File: config.mk
export PLATFORM = sky130hd
export DESIGN_NAME = jsd_move_decoder
export DESIGN_NICKNAME = d
export VERILOG_FILES = /design/src/logic/jsd_pkg.sv /design/src/logic/jsd_move_decoder.sv /design/src/logic/jsd_dist_mem.sv
export SDC_FILE = /design/constraint.sdc
export NUM_CORES = 2
export LEC_CHECK = 0
export BUFFER_PORTS_ARGS = -buffer_cell sky130_fd_sc_hd__buf_2
export CAP_MARGIN = 20
export CORE_ASPECT_RATIO = 1.1
export CORE_UTILIZATION = 35
export DETAILED_ROUTE_END_ITERATION = 10
export PLACE_DENSITY = 0.48
export SETUP_SLACK_MARGIN = 0.15
export SYNTH_ARGS = -nofsm -noshare
export SYNTH_HDL_FRONTEND = slang
export SYNTH_HIERARCHICAL = 1
export SYNTH_SLANG_ARGS = --single-unit
File: constraint.sdc
create_clock -name clk_i -period 40.3 [get_ports clk_i]
set_input_delay 8.06 -clock clk_i [delete_from_list [all_inputs] [get_ports clk_i]]
set_output_delay 8.06 -clock clk_i [all_outputs]
set_load 0.02 [all_outputs]
File: src/logic/jsd_pkg.sv
// Shared constants and types of the jog, step and station command decoder
package jsd_pkg;
  // Command message bit positions and field widths
  localparam int unsigned SERVO_BIT = 1;
  localparam int unsigned DIR_BIT = 1;
  localparam int unsigned JOG_BIT = 3;
  localparam int unsigned STEP_BIT = 4;
  localparam int unsigned STATION_BIT = 5;
  localparam int unsigned SEL_W = 2;
  localparam int unsigned STATION_W = 16;
  // Override limits and units
  localparam logic [31:0] RATIO_MAX = 32'h0000_00c8;
  localparam logic [31:0] RATIO_FULL = 32'h0000_0064;
  localparam logic [31:0] SPEED_MAX = 32'h0003_a980;
  // Register byte offsets
  localparam logic [7:0] OFS_CTRL = 8'h00;
  localparam logic [7:0] OFS_JOG_SPEED = 8'h04;
  localparam logic [7:0] OFS_MOVE_SPEED = 8'h08;
  localparam logic [7:0] OFS_PITCH = 8'h0c;
  localparam logic [7:0] OFS_STATIONS = 8'h10;
  localparam logic [7:0] OFS_STATUS = 8'h14;
  localparam logic [7:0] OFS_TARGET = 8'h18;
  localparam logic [7:0] OFS_DIST0 = 8'h20;
  localparam logic [7:0] OFS_DIST3 = 8'h2c;
  localparam int unsigned ADR_W = 8;
  // Reset values
  localparam logic [31:0] RST_JOG_SPEED = 32'h0000_5dc0;
  localparam logic [31:0] RST_MOVE_SPEED = 32'h0000_5dc0;
  localparam logic [31:0] RST_PITCH = 32'h0000_0001;
  localparam logic [15:0] RST_STATIONS = 16'h0001;
  localparam logic [31:0] RST_DIST [4] = '{32'h0000_0001, 32'h0000_000a,
                                           32'h0000_0064, 32'h0000_03e8};
  typedef enum logic [1:0] {MK_JOG, MK_STEP, MK_STATION} jsd_kind_t;
  // Eight byte command message, bytes 4..7 as one little-endian word
  typedef struct packed {
    logic [31:0] data;
    logic [7:0] b3;
    logic [7:0] b2;
    logic [7:0] b1;
    logic [7:0] b0;
  } jsd_cmd_t;
  // Order to the motion profile generator
  typedef struct packed {
    logic start;
    jsd_kind_t kind;
    logic dir;
    logic [31:0] target;
    logic [31:0] speed;
  } jsd_move_t;
endpackage

File: src/logic/jsd_move_decoder.sv
// Move command decoder: jog, step and station start from the remote command message
// How it works
// - Direction bit steers every commanded move
// - Jog request bit starts continuous travel
// - Unit select picks ratio or speed override
// - Jog continues while bit held, tracks override
// - Step moves selected distance then stops
// - Byte 4 selector picks one stored distance
// - Exactly four stored step distances exist
// - Step request bit starts a step move
// - Station spacing set by pitch register, station count bounds number
// - Station move targets that station's position
`timescale 1ns/1ps
module jsd_move_decoder
  import jsd_pkg::*;
(
  // Clock and reset
  input wire logic clk_i,
  input wire logic rst_i,
  // Wishbone slave
  input wire logic wb_cyc_i,
  input wire logic wb_stb_i,
  input wire logic wb_we_i,
  input wire logic [ADR_W-1:0] wb_adr_i,
  input wire logic [3:0] wb_sel_i,
  input wire logic [31:0] wb_dat_i,
  output logic [31:0] wb_dat_o,
  output logic wb_ack_o,
  // Command message and axis feedback
  input wire jsd_cmd_t cmd_i,
  input wire logic [31:0] present_pos_i,
  input wire logic motion_done_i,
  // Motion order
  output jsd_move_t move_o,
  output logic busy_o
);
  typedef enum logic [1:0] {ST_IDLE, ST_JOG, ST_STEP_LOAD, ST_MOVING} jsd_state_t;

  ////////////////////////////////////////////////////////////////////////////////
  // Register bus
  logic pend, next_pend, ack, next_ack, unit_sel, next_unit_sel, reject, next_reject, mem_we;
  logic [31:0] dat, next_dat, pitch, next_pitch, bus_dist, step_dist, wmask;
  logic [31:0] jog_speed, next_jog_speed, move_speed, next_move_speed;
  logic [15:0] stations, next_stations;
  logic [SEL_W-1:0] sel, next_sel;
  logic bus_wr;
  jsd_state_t state, next_state;
  jsd_move_t move, next_move;
  logic [7:0] prev_b2, next_prev_b2;
  assign bus_wr = pend && wb_we_i;
  assign wb_ack_o = ack;
  assign wb_dat_o = dat;
  always_comb
  begin
    for (int i = 0; i < 4; i++)
      wmask[8*i +: 8] = {8{wb_sel_i[i]}};
  end

  jsd_dist_mem u_mem (
    .clk_i(clk_i),
    .rst_i(rst_i),
    .we_i(mem_we),
    .waddr_i(wb_adr_i[3:2]),
    .wdata_i((bus_dist & ~wmask) | (wb_dat_i & wmask)),
    .raddr_a_i(wb_adr_i[3:2]),
    .rdata_a_o(bus_dist),
    .raddr_b_i(next_sel),
    .rdata_b_o(step_dist)
  );

  // Request seen in first cycle, answered with ack in the second
  always_comb
  begin
    next_pend = wb_cyc_i && wb_stb_i && !pend && !ack;
    next_ack = pend;
    next_dat = '0;
    next_unit_sel = unit_sel;
    next_jog_speed = jog_speed;
    next_move_speed = move_speed;
    next_pitch = pitch;
    next_stations = stations;
    mem_we = 1'b0;
    if (wb_adr_i == OFS_CTRL)
    begin
      next_dat = {31'h0000_0000, unit_sel};
      if (bus_wr && wb_sel_i[0])
        next_unit_sel = wb_dat_i[0];
    end
    else if (wb_adr_i == OFS_JOG_SPEED)
    begin
      next_dat = jog_speed;
      if (bus_wr)
        next_jog_speed = (jog_speed & ~wmask) | (wb_dat_i & wmask);
    end
    else if (wb_adr_i == OFS_MOVE_SPEED)
    begin
      next_dat = move_speed;
      if (bus_wr)
        next_move_speed = (move_speed & ~wmask) | (wb_dat_i & wmask);
    end
    else if (wb_adr_i == OFS_PITCH)
    begin
      next_dat = pitch;
      if (bus_wr)
        next_pitch = (pitch & ~wmask) | (wb_dat_i & wmask);
    end
    else if (wb_adr_i == OFS_STATIONS)
    begin
      next_dat = {16'h0000, stations};
      if (bus_wr)
        next_stations = (stations & ~wmask[15:0]) | (wb_dat_i[15:0] & wmask[15:0]);
    end
    else if (wb_adr_i == OFS_STATUS)
      next_dat = {26'h000_0000, reject, move.dir, busy_o, state == ST_JOG, state};
    else if (wb_adr_i == OFS_TARGET)
      next_dat = move.target;
    else if (wb_adr_i >= OFS_DIST0 && wb_adr_i <= OFS_DIST3)
    begin
      next_dat = bus_dist;
      mem_we = bus_wr;
    end
    if (!pend)
      next_dat = '0;
  end
  always_ff @(posedge clk_i)
  begin
    if (rst_i)
    begin
      pend <= 1'b0;
      ack <= 1'b0;
      dat <= '0;
      unit_sel <= 1'b0;
      jog_speed <= RST_JOG_SPEED;
      move_speed <= RST_MOVE_SPEED;
      pitch <= RST_PITCH;
      stations <= RST_STATIONS;
    end
    else
    begin
      pend <= next_pend;
      ack <= next_ack;
      dat <= next_dat;
      unit_sel <= next_unit_sel;
      jog_speed <= next_jog_speed;
      move_speed <= next_move_speed;
      pitch <= next_pitch;
      stations <= next_stations;
    end
  end

  ////////////////////////////////////////////////////////////////////////////////
  // Command decode and move sequencing
  logic servo_on, jog_req, step_rise, station_rise;
  logic [31:0] ovr, ovr_speed, station_pos;
  logic [39:0] ratio_prod;
  logic [15:0] station_no;

  assign servo_on = cmd_i.b0[SERVO_BIT];
  assign jog_req = cmd_i.b2[JOG_BIT] && servo_on;
  assign step_rise = cmd_i.b2[STEP_BIT] && !prev_b2[STEP_BIT] && servo_on;
  assign station_rise = cmd_i.b2[STATION_BIT] && !prev_b2[STATION_BIT] && servo_on;
  assign station_no = cmd_i.data[STATION_W-1:0];
  assign station_pos = 32'(station_no * pitch);
  assign busy_o = state != ST_IDLE;

  // Override as percentage of the jog speed, or as a speed itself
  always_comb
  begin
    ovr = unit_sel ? ((cmd_i.data > SPEED_MAX) ? SPEED_MAX : cmd_i.data)
                   : ((cmd_i.data > RATIO_MAX) ? RATIO_MAX : cmd_i.data);
    ratio_prod = 40'(jog_speed) * 40'(ovr[7:0]);
    ovr_speed = unit_sel ? ovr : 32'(ratio_prod / 40'(RATIO_FULL));
  end

  always_comb
  begin
    next_state = state;
    next_move = move;
    next_move.start = 1'b0;
    next_sel = sel;
    next_reject = reject;
    next_prev_b2 = cmd_i.b2;
    case (state)
      ST_IDLE:
      begin
        next_move.speed = '0;
        if (jog_req && !prev_b2[JOG_BIT])
        begin
          next_state = ST_JOG;
          next_move = '{start: 1'b1, kind: MK_JOG, dir: cmd_i.b3[DIR_BIT],
                        target: present_pos_i, speed: ovr_speed};
        end
        else if (step_rise)
        begin
          next_state = ST_STEP_LOAD;
          next_sel = cmd_i.data[SEL_W-1:0];
          next_move.dir = cmd_i.b3[DIR_BIT];
        end
        else if (station_rise)
        begin
          next_reject = station_no >= stations;
          if (station_no < stations)
          begin
            next_state = ST_MOVING;
            next_move = '{start: 1'b1, kind: MK_STATION, dir: cmd_i.b3[DIR_BIT],
                          target: station_pos, speed: move_speed};
          end
        end
      end
      ST_JOG:
      begin
        next_move.speed = ovr_speed;
        if (!jog_req)
        begin
          next_state = ST_IDLE;
          next_move.speed = '0;
        end
      end
      ST_STEP_LOAD:
      begin
        next_state = ST_MOVING;
        next_move.start = 1'b1;
        next_move.kind = MK_STEP;
        next_move.speed = move_speed;
        next_move.target = move.dir ? present_pos_i - step_dist
                                    : present_pos_i + step_dist;
      end
      default:
      begin
        if (motion_done_i)
        begin
          next_state = ST_IDLE;
          next_move.speed = '0;
        end
      end
    endcase
  end

  always_ff @(posedge clk_i)
  begin
    if (rst_i)
    begin
      state <= ST_IDLE;
      move <= '0;
      sel <= '0;
      reject <= 1'b0;
      prev_b2 <= '0;
    end
    else
    begin
      state <= next_state;
      move <= next_move;
      sel <= next_sel;
      reject <= next_reject;
      prev_b2 <= next_prev_b2;
    end
  end

  assign move_o = move;
endmodule

File: src/logic/jsd_dist_mem.sv
// Four stored step distances with one write port and two registered read ports
`timescale 1ns/1ps
module jsd_dist_mem
  import jsd_pkg::*;
(
  // Clock and reset
  input wire logic clk_i,
  input wire logic rst_i,
  // Write port
  input wire logic we_i,
  input wire logic [SEL_W-1:0] waddr_i,
  input wire logic [31:0] wdata_i,
  // Read ports
  input wire logic [SEL_W-1:0] raddr_a_i,
  output logic [31:0] rdata_a_o,
  input wire logic [SEL_W-1:0] raddr_b_i,
  output logic [31:0] rdata_b_o
);
  logic [31:0] mem [4];
  logic [31:0] next_mem [4];

  genvar g;
  generate
    for (g = 0; g < 4; g++)
    begin : g_word
      always_comb
      begin
        next_mem[g] = mem[g];
        if (we_i && waddr_i == SEL_W'(g))
        begin
          next_mem[g] = wdata_i;
        end
      end
      always_ff @(posedge clk_i)
      begin
        if (rst_i)
        begin
          mem[g] <= RST_DIST[g];
        end
        else
        begin
          mem[g] <= next_mem[g];
        end
      end
    end
  endgenerate

  always_ff @(posedge clk_i)
  begin
    if (rst_i)
    begin
      rdata_a_o <= '0;
      rdata_b_o <= '0;
    end
    else
    begin
      rdata_a_o <= mem[raddr_a_i];
      rdata_b_o <= mem[raddr_b_i];
    end
  end
endmodule

==> impl_metrics.ini <==
[status]
status = completed

[critical_path]
cp_slowest_cell = nor3_2
cp_max_fo = 18
path_class = primary input to flip-flop
crit_family = compound AO/OA/AOI/OAI gates
worstPathRequired_ns = 40.75
critPathCaptureType = flip-flop
cp_slowest_stage_delay_ns = 0.88
path_buf_inv = 11
startpoint_type = primary input
crit_arrival_ns = 38.46

[synth]
yosysWarningCount = 6
ys_async_sr_fraction_pct = 0
synthFlopType = dfxtp_1
synth_edf_count = 128
yosys_register_bits = 415
ys_types = 172
ys_seq_area_share_pct = 19.8
syn_nets = 6336
syn_area_per_cell_um2 = 8.76
syn_inst = 5532
synth_area_um2 = 48500

[hold_path]
hold_class = flip-flop to flip-flop

[global_routing]
antenna_found_initial = 15
grt_pass1_wl_um = 272000
grt-ovfl-total = 0
grt_max_degree = 72
grt_pass1_vias = 41800
grt_use_total_pct = 25.7

[pwr]
ir_drop_mv = 0.543
seqPwrFrac_pct = 9.7
p_sw_mw = 2.41
powerDensity_nw_per_um2 = 93.1
pwr-share-comb_pct = 81.4
p_sw_share_pct = 49.0
p_leak_nw = 22.5
clock_power_share_pct = 8.9
intPower_mw = 2.51

[clock_tree]
clk_pin_slew_worst_paths_ns = 0.06
clkLatencyLatePin_ns = 0.62
tritoncts = built
cts.sinks = 415
cts_setup_buffers = 0
cts-root-buf = clkbuf_16
htreeDepth = 2
cts_buffers = 46
cts_buffer_depth = 3

[timing]
slew_headroom_pct = 19.8
fin_setup_tns_ns = 0
tightest_slew_ns = 1.20
setup_viol = 0
fmax_ghz = 0.0263
drv_slew = 0
hold_viol = 0
rsz0062_at_grt = no
skew_ns = 0.0389
layout_min_cycle_time_ns = 38.01
fin_crit_sh_pct = 94.3
fin_ws_ns = 2.29

[detailed_routing]
ant_nets = 0
drcViolationCount = 0
finalWirelength_um = 183000
vias = 42000
first_pass_iters = 9
avgRoutedWirePerCell_um = 24.5
via_per_inst = 5.64
drt_iter0_drc = 3486

[die]
core_area_um2 = 137000
num_rows = 142
ios = 248
die_w_um = 357
dieArea_um2 = 140000
initial_core_util_pct = 35.4
fp.dieH_um = 392

[placement]
dp.cells = 7353
place_congestion = 0.898
dp_hpwl_um = 138000
dp_slack_ns = 1.89
io_buffers = 220

[cells_and_area]
syn2layout_area_growth_pct = 8.85
final_nets = 6408
drive_above_1_share_pct = 12.9
final_cells = 7444

[run]
cap_violations = 0
==> layout make-up <==
type / instances / area, µm²
fill: 14200 / 84000
multi-input combinational: 4220 / 35100
sequential: 415 / 9590
tap: 1800 / 2250
inverter: 567 / 2130
timing repair buffer: 354 / 2120
clock buffer: 62 / 1250
clock inverter: 23 / 287
antenna: 3 / 7.51
==> Yosys cell counts, drive strengths merged (27+ instances only) <==
cell type / number / share of area (%)
nor4: 30 / 0.46
nand4: 30 / 0.39
nor3: 77 / 0.91
o21a: 30 / 0.49
o21bai: 53 / 0.83
clkbuf: 236 / 2.0
a211oi: 48 / 0.80
xnor2: 153 / 2.8
and2: 391 / 5.1
mux2i: 221 / 4.6
a21oi: 306 / 3.4
a31oi: 33 / 0.60
o221ai: 28 / 0.56
a211o: 35 / 0.66
xor2: 52 / 1.0
a22oi: 37 / 0.62
o211ai: 43 / 0.78
or3: 37 / 0.49
nand2: 619 / 4.8
o21ai: 159 / 1.7
dfxtp: 287 / 12
inv: 567 / 4.4
nand3: 97 / 1.0
a221oi: 38 / 0.72
and3: 90 / 1.2
edfxtp: 128 / 7.9
a222oi: 36 / 0.74
mux2: 39 / 0.93
or2: 27 / 0.36
nor2: 365 / 2.9
ha: 173 / 4.5
a21o: 62 / 1.0
o22ai: 94 / 1.4
buf: 92 / 1.5
fa: 485 / 20
==> final timing paths <==
check | startpoint | endpoint | slack (ns) | depth (start not counted)
max | cmd_i[44] | move_o[1] | 2.29 | 100
min | move_o[31] | move_o[31] | 0.45 | 2
max reg2reg | unit_sel | move_o[1] | 10.82 | 92
min reg2reg | move_o[31] | move_o[31] | 0.45 | 2
==> metrics by stage <==
| step | hold WS (ns) | total power [mW] | instance area, µm² | util, % |
|---|---|---|---|---|
| 6_report | 0.446 | 4.91 | 52800 | 38.6 |
| 5_1_grt | 0.465 | 5.29 | 52800 | 38.6 |
| 4_1_cts | 0.449 | 4.95 | 52700 | 38.5 |
| 3_5_place_dp | 0.441 | 4.50 | 51200 | 37.4 |
| 3_3_place_gp | 0.440 | 4.48 | 51200 | 37.4 |
| 2_1_floorplan | 0.446 | 3.01 | 48500 | - |
==> repair_timing <==
| action | in CTS | in global routing |
|---|---|---|
| hold buffers | 0 | 0 |
| endpoints found under the setup margin | 0 | 1 |
| resized for setup | 0 | 1 |
==> cells by family (layout without fill, tap and decap cells) <==
kind of cell             Yosys count  count (layout)  synth area share, %
AND/OR/NAND/NOR                 1870            1871                 19.3
XOR/XNOR                         205             205                 3.78
other                              0               3                    0
AO/OA/AOI/OAI                   1222            1222                 19.0
multiplexers                     260             260                 5.55
adder cells (fa/ha/maj)          662             662                 24.6
buffers and inverters            898            1006                 7.93
flip-flops                       415             415                 19.8
==> power groups by stage <==
stage | sequential, mW | clock [mW] | combinational (mW)
floorplan | 0.478 | 0 | 2.54
global placement | 0.485 | 0 | 3.99
detailed placement | 0.486 | 0 | 4.01
CTS | 0.476 | 0.444 | 4.03
global route | 0.477 | 0.458 | 4.35
finish | 0.477 | 0.437 | 4.00
==> tightest hold or removal path: cells and delay by family (launching register included) <==
family          cells  cell delay, ns
flops               1            0.30
compound gates      1            0.05
simple gates        1            0.05
==> cells in the final DEF, fill, tap and decap left out, drive strengths merged, types with 153 or more instances in the layout <==
master,count
a21oi,306
and2,391
buf,354
dfxtp,287
fa,485
ha,173
inv,568
mux2i,221
nand2,619
nor2,366
o21ai,159
xnor2,153
==> metal layers <==
| layer | part of all wire, % | global-route usage [%] |
|---|---|---|
| met5 | 0.030 | 0 |
| met4 | 4.3 | 9.62 |
| met3 | 5.5 | 2.82 |
| met2 | 47 | 42.6 |
| met1 | 43 | 34.4 |
(Power assumes the default switching activity.)
